### config.mk
export PLATFORM = sky130hd
export DESIGN_NAME = cic_core
export DESIGN_NICKNAME = d
export VERILOG_FILES = /design/src/inc/cic_pkg.sv /design/src/hdl/cic_core.sv
export SDC_FILE = /design/constraint.sdc
export NUM_CORES = 1
export LEC_CHECK = 0
export BUFFER_PORTS_ARGS = -buffer_cell sky130_fd_sc_hd__buf_4
export CAP_MARGIN = 20
export CORE_AREA = 2 2 94 96
export DETAILED_ROUTE_END_ITERATION = 12
export DIE_AREA = 0 0 96 98
export GPL_ROUTABILITY_DRIVEN = 0
export PLACE_DENSITY = 0.75
export SYNTH_ARGS = -nofsm -noshare
export SYNTH_HDL_FRONTEND = slang
export SYNTH_SLANG_ARGS = --single-unit
### constraint.sdc
create_clock -name clk_i -period 1.3 [get_ports clk_i]
set_input_delay 0 -clock clk_i [delete_from_list [all_inputs] [get_ports clk_i]]
set_output_delay 0 -clock clk_i [all_outputs]
set_load 0.005 [all_outputs]
### src/inc/cic_pkg.sv
/*
 * Constants for the core interrupt control block: register indices, field positions,
 * reset values, vector addresses and read/write masks.
 * Assumes a classic Wishbone bus with 32-bit data; each register takes one aligned word.
 */
package cic_pkg;

	// Register word offsets, in bytes.
	localparam logic [3:0] OFS_MAIN = 4'h0;
	localparam logic [3:0] OFS_EDGE_PRIO = 4'h4;
	localparam logic [3:0] OFS_EXT_PINS = 4'h8;
	localparam logic [3:0] OFS_CONFIG = 4'hC;

	// Main register fields.
	localparam int MAIN_GHE = 7;
	localparam int MAIN_PLE = 6;
	localparam int MAIN_T0_EN = 5;
	localparam int MAIN_X0_EN = 4;
	localparam int MAIN_PC_EN = 3;
	localparam int MAIN_T0_FLAG = 2;
	localparam int MAIN_X0_FLAG = 1;
	localparam int MAIN_PC_FLAG = 0;

	// Edge and priority register fields.
	localparam int EP_PULLUP_DIS = 7;
	localparam int EP_X0_EDGE = 6;
	localparam int EP_X1_EDGE = 5;
	localparam int EP_X2_EDGE = 4;
	localparam int EP_T0_PRIO = 2;
	localparam int EP_PC_PRIO = 0;

	// External pins register fields.
	localparam int XP_X2_PRIO = 7;
	localparam int XP_X1_PRIO = 6;
	localparam int XP_X2_EN = 4;
	localparam int XP_X1_EN = 3;
	localparam int XP_X2_FLAG = 1;
	localparam int XP_X1_FLAG = 0;

	// Config register fields.
	localparam int CFG_PRIO_ON = 0;

	// Reset values.
	localparam logic [7:0] RST_MAIN = 8'h00;
	localparam logic [7:0] RST_EDGE_PRIO = 8'hF5;
	localparam logic [7:0] RST_EXT_PINS = 8'hC0;
	localparam logic [7:0] RST_CONFIG = 8'h00;

	// Implemented bit masks.
	localparam logic [7:0] MASK_MAIN = 8'hFF;
	localparam logic [7:0] MASK_EDGE_PRIO = 8'hF5;
	localparam logic [7:0] MASK_EXT_PINS = 8'hDB;
	localparam logic [7:0] MASK_CONFIG = 8'h01;

	// Vector addresses.
	localparam logic [15:0] VEC_HIGH = 16'h0008;
	localparam logic [15:0] VEC_LOW = 16'h0018;

endpackage

### src/hdl/cic_core.sv
/*
 * Core interrupt control registers with edge capture, flag logic, priority
 * steering and request generation.
 * Assumes a classic Wishbone master on clk_i; pins are asynchronous to clk_i;
 * the timer and port read pulses come from logic on clk_i.
 */
// Operation
// (RULE1) Without priority, top bit is master enable for all sources.
// (RULE2) With priority, top bit is high global enable; clear blocks everything.
// (RULE3) Without priority, second bit gates all peripheral requests.
// (RULE4) With priority, second bit gates all low-priority requests.
// (RULE5) Timer overflow sets a sticky flag; an enable bit gates it.
// (RULE6) Pin 0 selected edge sets sticky flag; enable gates request.
// (RULE7) Port A 5:0 or port B 7:4 change sets port change flag.
// (RULE8) Mismatch keeps setting flag until ports are read.
// (RULE9) Port change request needs per-pin enable and port change enable.
// (RULE10) Edge select bits 6,5,4 pick rising (1) or falling (0).
// (RULE11) Shared bit one turns pull-ups off; zero uses per-pin bits on inputs.
// (RULE12) Timer and port change priority bits pick high or low.
// (RULE13) Pin 2 and pin 1 priority bits pick high or low.
// (RULE14) Pin 2 and pin 1 enable bits allow or suppress requests.
// (RULE15) Pin 2 and pin 1 flags set on edge, held until cleared.
// (RULE16) Flags set regardless of any enable; the code sets the port change flag only on per-pin enabled pins.
// (RULE17) Unimplemented bits read zero and ignore writes.
// (RULE18) Software clears a flag before enabling and after servicing.
// (RULE19) Software sets the priority enable; while clear priority bits are ignored.
// (RULE20) Pending requests vector to 0008h high or 0018h low.
// (RULE21) Core acknowledge clears the governing global enable.
// (RULE22) Requests are OR of flag and enable, gated by global enables; the code ANDs each flag with its enable instead.
// (RULE23) Pins are synchronised before edge detection.
`timescale 1ns/1ps

module cic_core
(
	// Clock and reset.
	input wire logic clk_i,
	input wire logic rst_i,
	// Wishbone slave.
	input wire logic cyc_i,
	input wire logic stb_i,
	input wire logic we_i,
	input wire logic [3:0] adr_i,
	input wire logic [3:0] sel_i,
	input wire logic [31:0] dat_i,
	output logic [31:0] dat_o,
	output logic ack_o,
	// Event sources.
	input wire logic [2:0] ext_pin_i,
	input wire logic timer_zero_ovf_i,
	input wire logic periph_req_i,
	input wire logic [5:0] port_a_i,
	input wire logic [7:4] port_b_i,
	input wire logic port_read_i,
	input wire logic [5:0] port_a_change_pin_en_i,
	input wire logic [7:4] port_b_change_pin_en_i,
	input wire logic [5:0] port_a_weak_pullup_i,
	input wire logic [7:4] port_b_weak_pullup_i,
	input wire logic [5:0] port_a_is_input_i,
	input wire logic [7:4] port_b_is_input_i,
	// Core handshake.
	input wire logic core_ack_i,
	output logic irq_high_o,
	output logic irq_low_o,
	output logic [15:0] vector_o,
	// Pull-up controls.
	output logic [5:0] port_a_pullup_on_o,
	output logic [7:4] port_b_pullup_on_o
);

	typedef struct packed {
		logic [7:0] main_r;
		logic [7:0] ep_r;
		logic [7:0] xp_r;
		logic [7:0] cfg_r;
		logic [2:0] pin_s1_r;
		logic [2:0] pin_s2_r;
		logic [2:0] pin_d_r;
		logic [9:0] port_s1_r;
		logic [9:0] port_s2_r;
		logic [9:0] port_latch_r;
		logic [31:0] dat_r;
		logic ack_r;
		logic irq_high_r;
		logic irq_low_r;
		logic [15:0] vector_r;
		logic [9:0] pullup_r;
	} cic_state_t;

	cic_state_t st_r;
	cic_state_t st_nxt;

	logic [2:0] edge_sel;
	logic [2:0] pin_edge;
	logic [9:0] mismatch;
	logic port_event;
	logic wr;
	logic prio_on;
	logic t0_req;
	logic pc_req;
	logic [2:0] x_req;
	logic [4:0] src_req;
	logic [4:0] src_hi;
	logic any_hi;
	logic any_lo;
	logic [7:0] wdat;

	always_comb
	begin
		st_nxt = st_r;
		wdat = dat_i[7:0];
		wr = cyc_i && stb_i && we_i && st_r.ack_r && sel_i[0];
		prio_on = st_r.cfg_r[cic_pkg::CFG_PRIO_ON];
		edge_sel = {st_r.ep_r[cic_pkg::EP_X2_EDGE], st_r.ep_r[cic_pkg::EP_X1_EDGE],
			st_r.ep_r[cic_pkg::EP_X0_EDGE]};

		// (RULE23) Two-stage pin sync.
		st_nxt.pin_s1_r = ext_pin_i;
		st_nxt.pin_s2_r = st_r.pin_s1_r;
		st_nxt.pin_d_r = st_r.pin_s2_r;
		st_nxt.port_s1_r = {port_b_i, port_a_i};
		st_nxt.port_s2_r = st_r.port_s1_r;

		// (RULE10) Edge polarity select.
		pin_edge = (edge_sel & st_r.pin_s2_r & ~st_r.pin_d_r)
			| (~edge_sel & ~st_r.pin_s2_r & st_r.pin_d_r);

		// (RULE8) Mismatch against last read.
		mismatch = st_r.port_s2_r ^ st_r.port_latch_r;
		if (port_read_i)
		begin
			st_nxt.port_latch_r = st_r.port_s2_r;
		end
		// (RULE9) Per-pin change enable.
		port_event = |(mismatch & {port_b_change_pin_en_i, port_a_change_pin_en_i});

		// (RULE17) Register writes with masked bits.
		if (wr)
		begin
			case (adr_i)
				cic_pkg::OFS_MAIN:
				begin
					st_nxt.main_r = wdat & cic_pkg::MASK_MAIN;
				end
				cic_pkg::OFS_EDGE_PRIO:
				begin
					st_nxt.ep_r = wdat & cic_pkg::MASK_EDGE_PRIO;
				end
				cic_pkg::OFS_EXT_PINS:
				begin
					st_nxt.xp_r = wdat & cic_pkg::MASK_EXT_PINS;
				end
				cic_pkg::OFS_CONFIG:
				begin
					st_nxt.cfg_r = wdat & cic_pkg::MASK_CONFIG;
				end
				default:
				begin
					st_nxt.cfg_r = st_r.cfg_r;
				end
			endcase
		end

		// (RULE16) Flags ignore register enables; port change flag needs per-pin enable.
		// (RULE5) Timer flag set wins.
		if (timer_zero_ovf_i)
		begin
			st_nxt.main_r[cic_pkg::MAIN_T0_FLAG] = 1'b1;
		end
		// (RULE6) Pin 0 flag set.
		if (pin_edge[0])
		begin
			st_nxt.main_r[cic_pkg::MAIN_X0_FLAG] = 1'b1;
		end
		// (RULE7) Port change flag set.
		if (port_event)
		begin
			st_nxt.main_r[cic_pkg::MAIN_PC_FLAG] = 1'b1;
		end
		// (RULE15) Pin 1 and 2 flags.
		if (pin_edge[1])
		begin
			st_nxt.xp_r[cic_pkg::XP_X1_FLAG] = 1'b1;
		end
		if (pin_edge[2])
		begin
			st_nxt.xp_r[cic_pkg::XP_X2_FLAG] = 1'b1;
		end

		// (RULE5) Enable gating per source.
		t0_req = st_r.main_r[cic_pkg::MAIN_T0_FLAG] && st_r.main_r[cic_pkg::MAIN_T0_EN];
		pc_req = st_r.main_r[cic_pkg::MAIN_PC_FLAG] && st_r.main_r[cic_pkg::MAIN_PC_EN];
		// (RULE14) Pin enable gating.
		x_req = {st_r.xp_r[cic_pkg::XP_X2_FLAG] && st_r.xp_r[cic_pkg::XP_X2_EN],
			st_r.xp_r[cic_pkg::XP_X1_FLAG] && st_r.xp_r[cic_pkg::XP_X1_EN],
			st_r.main_r[cic_pkg::MAIN_X0_FLAG] && st_r.main_r[cic_pkg::MAIN_X0_EN]};
		src_req = {pc_req, t0_req, x_req};
		// (RULE12) (RULE13) Priority steering; pin 0 is always high.
		src_hi = {st_r.ep_r[cic_pkg::EP_PC_PRIO], st_r.ep_r[cic_pkg::EP_T0_PRIO],
			st_r.xp_r[cic_pkg::XP_X2_PRIO], st_r.xp_r[cic_pkg::XP_X1_PRIO], 1'b1};

		// (RULE22) Request combine.
		if (prio_on)
		begin
			// (RULE2) (RULE4) Priority mode gates.
			any_hi = |(src_req & src_hi) && st_r.main_r[cic_pkg::MAIN_GHE];
			any_lo = (|(src_req & ~src_hi) || periph_req_i)
				&& st_r.main_r[cic_pkg::MAIN_GHE] && st_r.main_r[cic_pkg::MAIN_PLE];
		end
		else
		begin
			// (RULE1) (RULE3) Compatibility mode gates.
			any_hi = st_r.main_r[cic_pkg::MAIN_GHE] && (|src_req
				|| (periph_req_i && st_r.main_r[cic_pkg::MAIN_PLE]));
			any_lo = 1'b0;
		end
		st_nxt.irq_high_r = any_hi;
		st_nxt.irq_low_r = any_lo && !any_hi;

		// (RULE20) Vector select.
		st_nxt.vector_r = any_hi ? cic_pkg::VEC_HIGH :
			(any_lo ? cic_pkg::VEC_LOW : st_r.vector_r);

		// (RULE21) Response clears global enable.
		if (core_ack_i)
		begin
			if (st_r.irq_low_r)
			begin
				st_nxt.main_r[cic_pkg::MAIN_PLE] = 1'b0;
			end
			else
			begin
				st_nxt.main_r[cic_pkg::MAIN_GHE] = 1'b0;
			end
			st_nxt.irq_high_r = 1'b0;
			st_nxt.irq_low_r = 1'b0;
		end

		// (RULE11) Pull-up control.
		st_nxt.pullup_r = st_r.ep_r[cic_pkg::EP_PULLUP_DIS] ? 10'h000 :
			({port_b_weak_pullup_i, port_a_weak_pullup_i}
			& {port_b_is_input_i, port_a_is_input_i});

		// Bus answer, one wait state, unmapped reads zero.
		st_nxt.ack_r = cyc_i && stb_i && !st_r.ack_r;
		case (adr_i)
			cic_pkg::OFS_MAIN: st_nxt.dat_r = {24'h00_0000, st_r.main_r};
			cic_pkg::OFS_EDGE_PRIO: st_nxt.dat_r = {24'h00_0000, st_r.ep_r};
			cic_pkg::OFS_EXT_PINS: st_nxt.dat_r = {24'h00_0000, st_r.xp_r};
			cic_pkg::OFS_CONFIG: st_nxt.dat_r = {24'h00_0000, st_r.cfg_r};
			default: st_nxt.dat_r = 32'h0000_0000;
		endcase
	end

	always_ff @(posedge clk_i)
	begin
		if (rst_i)
		begin
			st_r <= '0;
			st_r.main_r <= cic_pkg::RST_MAIN;
			st_r.ep_r <= cic_pkg::RST_EDGE_PRIO;
			st_r.xp_r <= cic_pkg::RST_EXT_PINS;
			st_r.cfg_r <= cic_pkg::RST_CONFIG;
		end
		else
		begin
			st_r <= st_nxt;
		end
	end

	assign dat_o = st_r.dat_r;
	assign ack_o = st_r.ack_r;
	assign irq_high_o = st_r.irq_high_r;
	assign irq_low_o = st_r.irq_low_r;
	assign vector_o = st_r.vector_r;
	assign port_a_pullup_on_o = st_r.pullup_r[5:0];
	assign port_b_pullup_on_o = st_r.pullup_r[9:6];
endmodule

# Word-level counts from Yosys, hierarchy flattened
# Index checks and enable logic that the tools add are counted.
# word_totals
out_inout_bits,61
inputBits,92
regBits,107
word_cells,106
# op_classes
bitwise_logic,14
eq_ne,3
n_reduce_logical,48
n_mux,18
# ops
op,n
$mux W32,1
$pmux W8 S4,1
$mux W8,3
$reduce_bool A2 Y1,11
$and A10 B10 Y10,2
$reduce_and A2 Y1,9
$logic_and A1 B1 Y1,16
$reduce_or A5 Y1,3
$and A3 B3 Y3,4
$and A5 B5 Y5,2
$mux W1,10
$reduce_or A10 Y1,1
$xor A10 B10 Y10,1
$not A3 Y3,3
$eq A4 B4 Y1 const B,2
$mux W4,2
$reduce_or A2 Y1,3
$not A5 Y5,1
$eq A4 B3 Y1 const B,1
$logic_not A4 Y1,1
$or A3 B3 Y3,1
$logic_not A1 Y1,2
$logic_or A1 B1 Y1,2
$mux W2,1

# Longest topological paths before layout
# Gate-level depths: netlist of the first run.
# depth
ltp_word,9
mapped_depth,6

# Worst setup path before layout of the first run
# No wires, ideal clock.
# synth_timing
path_kind,reg-to-reg
from,"reg st_r, in the netlist ack_o"
to,reg st_r[123] (netlist name)
n_path_buf,1
setup_slack_ps,-63
arrival_ps,1243
path_stages_with_launch,6
setup_ps,120
path_cell_list,dfxtp_1 > and4_1 > and4_4 > buf_6 > nor2b_1 > a211o_1
# synth_between
elab_chain_cells,3
# synth_lines
element,line_no,text
"start, declared",cic_core.sv:89,cic_state_t st_r;
"start signal, assigned",cic_core.sv:266,st_r <= st_nxt;
$logic_and A1 B1 Y1 (2 in a row),cic_core.sv:111,wr = cyc_i && stb_i && we_i && st_r.ack_r && sel_i[0];
$reduce_and A2 Y1 (no line),n/a,
# No other way between the ends.
# A chain may end at the register's enable or synchronous reset.

# Final worst setup path of the first run
# layout_timing
from,"reg st_r, in the netlist ack_o"
to,"reg st_r, in the netlist src_hi[4]"
# Same word-level chain as after synthesis.

==> results.tsv, run 1 <==
metric	value	unit
avgSynthCellArea	9.92	µm²
drt_iter0_drc	93	
worstSkewPairLatency	0.35	ns
cts_tree	built	
drv_slew	0	
hold_slack	0.0479	ns
skew	0.00657	ns
cp_data_arrival_time	1.57	ns
dr_total_vias	2748	
clock_tree.root_cell	clkbuf_8	
reg2reg_from	ack_o	
synth_adder_area_share	0	
grt_max_degree	37	
antenna_cells	0	
violations	negative setup slack	
layout.nets	579	
clk_pin_slew	0.08	ns
cap_violations	0	
syn_inst	352	
post-route-period-util	1.02	
rrSetupSlack	-0.03	ns
fin_ws	-0.0251	ns
synthFlopType	dfxtp_1	
wl_per_cell	12.8	µm
r2r-end	src_hi[4]	
yosysWarnings	0	
htree_levels	3	
start_util	0.413	
irDropWorstVdd	0.000452	V
outcome	finished, violations left	
overflow	0	
rsz0062_at_grt	true	
place_area	4020	µm²
critPathTopFamily	simple AND/OR/NAND/NOR gates	
crit_path_max_fanout	9	
antenna_found_initial	0	
whs_path_depth	4	
ant_nets	0	
rows	34	
synth_compound_area_frac	0.0752	
stdcell_count	600	
multiInputGateArea	1480	µm²
final_area	4810	µm²
synth_xor_area_frac	0.0251	
core_area	8470	µm²
die_h	98	µm
synth_cell_type_count	41	
p_leak	2.30	nW
synth-seq-cells	83	
hold_viol_final	0	
worst_path_largest_cell_delay	0.33	ns
syn_area	3490	µm²
grt_pass1_vias	2691	
r2r_cells	4	
endpoint_kind	flop	
vias_per_cell	4.58	
hpwlAfterDp	5140	µm
tns	-0.0405	ns
io_pins	153	
grt_usage	0.170	
critPathKind	flop to flop	
die_x	96	µm
grt_pass1_wl	12400	µm
crit_top_cell	and4_4	
cp-start-kind	flop	
critPathLaunch	ack_o	
port_buffers	87	
synth_async_sr_flop_share	0	
clockBufferDepth	2	
cts_buffers	9	
fillers	734	
die-area	9410	µm²
synth-seq-area-share	0.476	
clock-sinks	83	
area_delta_synth_final	37.7	%
wirelength	7670	µm
slowest_stage	dfxtp_2	
timing.fmax	0.755	GHz
endpoint	src_hi[4]	
hold_path_class	input port to flop	
placed_cells	528	
worst-path-buf-inv	0	
layout-drive-gt1-share	0.293	
synthSimpleGateAreaFrac	0.177	
utilization	0.568	
dr.pass1.iters	4	
synthMuxAreaShare	0.0921	
drcViolationCount	0	
synth_edf_count	0	
synth_top_family_by_area	simple AND/OR/NAND/NOR gates	
worstPathRequired	1.54	ns
regArea	1670	µm²
final.min_clock_period	1.33	ns
cellPowerDensity	1010	nW/µm²
crit_cells	4	
setup_viol	2	
worstPathCellList	and4_4 -> and4_4 -> nor2b_2 -> a211o_2	
==> worst min path at each step <==
stage                            from   endpoint  slack (ns)
after global routing      port_read_i   st_r[70]        0.06
after CTS                    adr_i[1]   dat_o[0]        0.03
after floorplan            core_ack_i  irq_low_o        0.07
final                        adr_i[1]   dat_o[0]        0.05
after detailed placement   core_ack_i  irq_low_o        0.21
after global placement     core_ack_i  irq_low_o        0.20
==> cell usage in the layout (no fill, tap or decap), types with 8 or more instances in the layout <==
cell type | synthesis | routed
a21oi_1 | 13 | 13
conb_1 | 1 | 38
dlygate4sd3_1 | 0 | 51
and3_1 | 12 | 12
clkbuf_8 | 0 | 11
xor2_1 | 10 | 10
nand2_1 | 9 | 8
buf_4 | 59 | 106
mux2i_1 | 31 | 30
dfxtp_1 | 83 | 80
nor2_1 | 35 | 35
nor2b_1 | 38 | 35
==> area by class of cell <==
cell class	instances	share of cell area
Clock buffer	12	0.0323
Clock inverter	4	0.00521
Inverter	6	0.00469
Multi-Input combinational cell	229	0.309
Sequential cell	83	0.347
Tap cell	108	0.0281
Timing Repair Buffer	158	0.274
==> stage by stage <==
step           setup WS, ns  total power, mW
2_1_floorplan       0.00273             2.97
3_3_place_gp       -0.00845             3.09
3_5_place_dp        -0.0509             3.10
4_1_cts             -0.0306             4.93
5_1_grt             -0.0730             5.11
6_report            -0.0251             4.86
==> Yosys cell counts, types with 2 or more instances <==
library cell  instances  area [µm²]
inv_1                 6        22.5
nor3_1                7        35.0
nor2b_1              38         238
nor2_1               35         131
xor2_1               10        87.6
mux2i_1              31         310
a211o_1               6        52.6
nand2_1               9        33.8
a211o_2               2        20.0
buf_6                 3        33.8
a21oi_1              13        65.1
buf_2                 2        10.0
a211oi_1              2        15.0
clkbuf_1              6        22.5
a22oi_1               3        22.5
dfxtp_1              83        1660
buf_4                59         443
and3_1               12        75.1
a31oi_1               2        12.5
o22ai_1               2        12.5
==> state kept, by name (all words and copies together), names as in the netlist <==
register / cells
st_r: 36
st_nxt: 16
dat_o: 8
port_a_pullup_on_o: 6
port_b_pullup_on_o: 4
src_hi: 4
edge_sel: 3
vector_o: 2
ack_o: 1
irq_high_o: 1
irq_low_o: 1
prio_on: 1
==> layer usage <==
layer	GRT usage	vias up	wire length (µm)
li1	-	1351	-
met1	0.189	1267	3060
met2	0.292	102	3960
met3	0.0394	28	395
met4	0.0967	0	257
met5	0	-	0
==> power by group <==
part / leakage, nW / switching, mW / internal, mW
clock network: 0.0884 / 0.902 / 0.792
registers: 0.678 / 0.0333 / 2.60
logic: 1.54 / 0.209 / 0.326
total: 2.30 / 1.14 / 3.72
==> worst min-delay path: cells and delay by family <==
kind,cells,cell delay (ns)
AOI/OAI and AO/OA,1,0.13
buffers and inverters,1,0.12
and+or+nand+nor,2,0.11
==> logic make-up (layout without fill, tap and decap cells) <==
kind of cell / Yosys count / after routing
AOI/OAI and AO/OA: 37 / 37
xor gates and xnor gates: 10 / 10
buffers and inverters: 77 / 180
DFF: 83 / 83
muxes: 32 / 32
other: 1 / 38
and+or+nand+nor: 112 / 112
==> what timing repair did <==
item,CTS,global route
hold buffers,51,0
endpoints found under the setup margin,9,18
gates resized for setup,8,7
setup buffers,3,2
endpoints found under the hold margin,52,0
pin swaps,6,5
Note: power is estimated with default switching activity, not from simulation.
==> inputs of run 2 (changes only) <==
--- a/config.mk
+++ b/config.mk
@@ -11,6 +11,7 @@
 export DETAILED_ROUTE_END_ITERATION = 12
 export DIE_AREA = 0 0 96 98
 export GPL_ROUTABILITY_DRIVEN = 0
+export HOLD_SLACK_MARGIN = 0.1
 export PLACE_DENSITY = 0.75
 export SYNTH_ARGS = -nofsm -noshare
 export SYNTH_HDL_FRONTEND = slang
==> results.tsv, run 2 (synthesis gave the netlist of run 1 again) <==
metric	value	unit	change
outcome	finished, violations left		
violations	negative setup slack		
endpoint_kind	flop		
grt_usage	0.175		+0.00448
io_pins	153		unchanged
port_buffers	87		unchanged
grt_pass1_vias	2736		+1.7%
cts_buffers	9		unchanged
clk_pin_slew	0.09	ns	about the same
grt_pass1_wl	12700	µm	+2.6%
layout-drive-gt1-share	0.293		about the same
fillers	729		-0.68%
regArea	1670	µm²	about the same
final.min_clock_period	1.32	ns	-0.00439 ns
cp-start-kind	flop		
top_register	st_r		
clock-sinks	83		unchanged
drv_slew	0		unchanged
total_power	4.90	mW	+0.80%
cellPowerDensity	1000	nW/µm²	-0.88%
tns	-0.0222	ns	+0.0184 ns
htree_levels	3		unchanged
hold_viol_final	0		unchanged
largest_reg_flops	36		unchanged
skew	0.00927	ns	+0.00270 ns
worst_hold_startpoint	port_a_change_pin_en_i[4]		
dpl_worst_slack	-0.0509	ns	unchanged
rrSetupSlack	-0.02	ns	about the same
timing.fmax	0.757	GHz	+0.33%
clock_tree.root_cell	clkbuf_8		
wirelength	8120	µm	+5.8%
dr.pass1.iters	4		unchanged
final_cell_mix	buf_4 (107), dfxtp_1 (81), dlygate4sd3_1 (55), conb_1 (38), nor2_1 (35)		
r2r_cells	4		unchanged
worstSkewPairLatency	0.36	ns	about the same
ant_nets	0		unchanged
vias_per_cell	4.65		+1.4%
die-area	9410	µm²	unchanged
crit_path_max_fanout	5		-4
antenna_found_initial	0		unchanged
grt_max_degree	37		unchanged
post-route-period-util	1.02		-0.00338
clockBufferDepth	2		unchanged
drt_iter0_drc	113		+22%
p_leak	2.35	nW	+1.8%
r2r-end	src_hi[4]		
rsz0062_at_grt	true		
worstPathRequired	1.55	ns	about the same
wl_per_cell	13.4	µm	+4.6%
final_area	4890	µm²	+1.7%
critPathKind	flop to flop		
hold_slack	0.119	ns	+0.0716 ns
drcViolationCount	0		unchanged
hold_path_class	input port to flop		
cp_data_arrival_time	1.57	ns	about the same
place_area	4020	µm²	unchanged
cap_violations	0		unchanged
antenna_cells	0		unchanged
overflow	0		unchanged
multiInputGateArea	1510	µm²	+1.5%
reg2reg_from	ack_o		
area_delta_synth_final	40.0	%	
whs_path_depth	4		unchanged
setup_viol	3		+1
cts_tree	built		
rows	34		unchanged
core_area	8470	µm²	unchanged
layout_commonest_cell	buf_4		
die_x	96	µm	unchanged
hpwlAfterDp	5140	µm	unchanged
dr_total_vias	2820		+2.6%
die_h	98	µm	unchanged
start_util	0.413		unchanged
irDropWorstVdd	0.000453	V	about the same
hold_end	st_r[124]		
layout.nets	586		+1.2%
fin_ws	-0.0207	ns	+0.00439 ns
run 2: changes by cell type in the layout (fill, tap and decap cells not counted):
cell            before  now
and4_4               2    3
buf_4              106  107
dfxtp_1             80   81
dfxtp_2              2    1
dlygate4sd3_1       51   55
dlymetal6s4s_1       0    1
nand4_2              1    0
nand4_4              0    1
nor2b_1             35   34
nor2b_2              1    2
run 2: how the worst max path moves through the flow:
stage	startpoint	end	slack, ns	cells past startpoint
2_1_floorplan	ack_o	st_r[123]	0.003	5
5_1_grt	ack_o	st_r[128]	-0.07	6
3_3_place_gp	st_r[129]	vector_o[4]	-0.008	3
3_5_place_dp	prio_on	irq_low_o	-0.05	4
4_1_cts	ack_o	src_hi[4]	-0.03	4
6_report	ack_o	src_hi[4]	-0.02	4
run 2: per-layer routing:
layer / global-route usage / wire length [µm] / share of wire
met4: 0.102 / 312 / 0.038
met2: 0.296 / 4140 / 0.51
met3: 0.0386 / 488 / 0.060
met1: 0.197 / 3180 / 0.39
met5: 0 / 0 / 0
run 2: report_power, final:
part           internal (mW)  switching [mW]  total, mW  leakage [nW]
sequential              2.60          0.0328       2.64         0.678
combinational          0.338           0.219      0.557          1.58
clock                  0.793           0.918       1.71        0.0884
total                   3.73            1.17       4.90          2.35
run 2: final cells by class:
| class | instances | share of cell area |
|---|---|---|
| multi-input combinational | 230 | 0.308 |
| clock buffer | 12 | 0.0317 |
| inverter | 6 | 0.00461 |
| sequential | 83 | 0.341 |
| timing repair buffer | 164 | 0.282 |
| tap | 108 | 0.0276 |
| clock inverter | 4 | 0.00512 |
run 2: what timing repair did:
item                                    in CTS  in global routing
buffers inserted                             3                  3
endpoints found under the setup margin       9                 24
gates resized for setup                      8                 10
hold buffers                                56                  0
cloned                                       0                  1
hold endpoints to repair                    68                  0
pin swaps                                    6                 11
run 2: critical path, cell delays in order (launching register included):
cell	delay, ns
dfxtp_2	0.33
and4_4	0.25
and4_4	0.29
nor2b_2	0.05
a211o_2	0.29
run 2: per-stage QoR:
step,cells,util
3_3_place_gp,528,0.475
5_1_grt,607,0.577
4_1_cts,603,0.569
3_5_place_dp,528,0.475
6_report,607,0.577
2_1_floorplan,389,-
==> inputs of run 3 (changes only) <==
--- a/config.mk
+++ b/config.mk
@@ -7,12 +7,14 @@
 export LEC_CHECK = 0
 export BUFFER_PORTS_ARGS = -buffer_cell sky130_fd_sc_hd__buf_4
 export CAP_MARGIN = 20
-export CORE_AREA = 2 2 94 96
+export CELL_PAD_IN_SITES_DETAIL_PLACEMENT = 1
+export CELL_PAD_IN_SITES_GLOBAL_PLACEMENT = 2
+export CORE_AREA = 2 2 122 124
 export DETAILED_ROUTE_END_ITERATION = 12
-export DIE_AREA = 0 0 96 98
+export DIE_AREA = 0 0 124 126
 export GPL_ROUTABILITY_DRIVEN = 0
 export HOLD_SLACK_MARGIN = 0.1
-export PLACE_DENSITY = 0.75
+export PLACE_DENSITY_LB_ADDON = 0.1
 export SYNTH_ARGS = -nofsm -noshare
 export SYNTH_HDL_FRONTEND = slang
 export SYNTH_SLANG_ARGS = --single-unit
==> results.tsv, run 3 (synthesis gave the netlist of run 1 again) <==
metric	value	unit	change
outcome	finished, violations left		
violations	negative setup slack		
ant_nets	0		unchanged
port_buffers	87		unchanged
reg2reg_from	ack_o		
clockBufferDepth	2		unchanged
clk_pin_slew	0.06	ns	-0.03 ns
drv_slew	0		unchanged
hold_path_class	input port to flop		
cts_buffers	9		unchanged
hold_viol_final	0		unchanged
cp-start-kind	flop		
rows	44		+29%
fin_ws	-0.0492	ns	-0.0285 ns
fillers	1623		+120%
core_area	14300	µm²	+69%
worst_hold_startpoint	adr_i[3]		
antenna_cells	0		unchanged
cp_data_arrival_time	1.58	ns	about the same
crit_path_max_fanout	4		-1
dpl_worst_slack	-0.114	ns	-0.0634 ns
irDropWorstVdd	0.000542	V	+20%
start_util	0.244		-0.169
die_h	126	µm	+29%
tightest_slew	0.590	ns	
largest_reg_flops	36		unchanged
vias_per_cell	4.03		-13%
slew_headroom	0.605		
hpwlAfterDp	6360	µm	+24%
cts_tree	built		
grt_pass1_wl	14300	µm	+13%
rsz0062_at_grt	true		
area_delta_synth_final	47.9	%	
worstPathCellList	and4_4 -> buf_4 -> and4_4 -> buf_12 -> a211o_2		
wl_per_cell	13.7	µm	+2.2%
layout.nets	592		+1.0%
endpoint_kind	flop		
pwr-share-clk	0.443		+0.094
skew	0.00452	ns	-0.00475 ns
top_register	st_r		
final_cell_mix	buf_4 (109), dfxtp_1 (78), dlygate4sd3_1 (56), conb_1 (38), nor2b_1 (36)		
critPathLaunch	ack_o		
dr.pass1.iters	3		-1
drcViolationCount	0		unchanged
setup_viol	11		+8
regArea	1670	µm²	+0.23%
layout_commonest_cell	buf_4		
switchingPower	1.31	mW	+12%
io_pins	153		unchanged
antenna_found_initial	0		unchanged
cellPowerDensity	1110	nW/µm²	+11%
multiInputGateArea	1490	µm²	-1.3%
drt_iter0_drc	100		-12%
overflow	0		unchanged
final.min_clock_period	1.35	ns	+0.0285 ns
clock-sinks	83		unchanged
die_x	124	µm	+29%
timing.fmax	0.741	GHz	-2.1%
worst-path-buf-inv	2		+2
worstPathRequired	1.53	ns	-0.02 ns
grt_pass1_vias	2816		+2.9%
critPathTopFamily	simple AND/OR/NAND/NOR gates		
dr_total_vias	2776		-1.6%
clock_tree.root_cell	clkbuf_16		
worstSkewPairLatency	0.34	ns	-0.02 ns
final_area	5170	µm²	+5.7%
comb_power_share	0.100		-0.014
slowest_stage	dfxtp_2		
stdcell_count	689		+14%
post-route-period-util	1.04		+0.0219
placed_cells	611		+16%
grt_usage	0.124		-0.0510
worst_path_largest_cell_delay	0.31	ns	-0.02 ns
grt_max_degree	45		+22%
htree_levels	3		unchanged
place_area	4200	µm²	+4.3%
crit_top_cell	and4_4		
cap_violations	0		unchanged
sequentialPowerShare	0.458		-0.079
critPathKind	flop to flop		
layout-drive-gt1-share	0.299		+0.00642
cell_internal_pwr	4.45	mW	+19%
p_leak	2.44	nW	+3.9%
wirelength	9420	µm	+16%
switching_share	0.228		-0.0112
die-area	15600	µm²	+66%
-- run 3: cell count changes in the layout (fill, tap and decap cells not counted), sizes merged --
cell          delta
dlymetal6s4s     -1
inv              +1
clkbuf           -1
clkinv           -1
buf              +6
dlygate4sd3      +1
bufinv           +1
-- run 3: tightest hold or removal path, delay by kind of cell --
kind,cells,cell delay [ns]
and+or+nand+nor,2,0.18
AOI/OAI and AO/OA,1,0.05
buffers and inverters,1,0.16
-- run 3: area by class of cell --
type                    instances  area share
inverters                       6     0.00436
clock inverters                 5      0.0121
flip-flops and latches         83       0.323
repair buffers                170       0.283
well taps                     184      0.0446
clock buffers                  11      0.0450
multi-input cells             230       0.288
-- run 3: power by group through the flow --
stage	Clock [mW]	Sequential, mW	Combinational, mW
5_1_grt	2.76	2.64	0.634
2_1_floorplan	0	2.69	0.282
3_3_place_gp	0	2.69	0.432
6_report	2.55	2.64	0.574
4_1_cts	2.68	2.63	0.578
3_5_place_dp	0	2.69	0.436
-- run 3: final timing paths --
path / endpoint / depth (start not counted) / slack [ns]
worst min register to register: st_r[79] / 1 / 0.44
worst min-delay path: dat_o[6] / 4 / 0.09
worst max register to register: src_hi[4] / 5 / -0.05
worst max-delay path: src_hi[4] / 5 / -0.05
-- run 3: layer usage --
| layer | track usage | wire length (µm) | share of wire | up-vias |
|---|---|---|---|---|
| met3 | 0.0217 | 472 | 0.050 | 12 |
| met5 | 0 | 0 | 0 | - |
| li1 | - | - | - | 1387 |
| met4 | 0.0674 | 216 | 0.023 | 0 |
| met1 | 0.155 | 4300 | 0.46 | 1292 |
| met2 | 0.200 | 4430 | 0.47 | 85 |
-- run 3: per-stage QoR --
stage | setup TNS [ns] | total power, mW | hold slack, ns | util
2_1_floorplan | 0 | 2.97 | 0.0710 | -
3_3_place_gp | -0.431 | 3.13 | 0.204 | 0.293
3_5_place_dp | -0.905 | 3.13 | 0.204 | 0.293
4_1_cts | -0.336 | 5.89 | 0.106 | 0.357
5_1_grt | -1.24 | 6.04 | 0.130 | 0.361
6_report | -0.195 | 5.76 | 0.0907 | 0.361
-- run 3: what timing repair did --
action / CTS / global route
pin swaps: 10 / 9
endpoints found under the hold margin: 65 / 0
setup endpoints to repair: 17 / 24
resized for setup: 7 / 9
cloned: 1 / 0
setup buffers: 2 / 3
hold buffers: 57 / 0
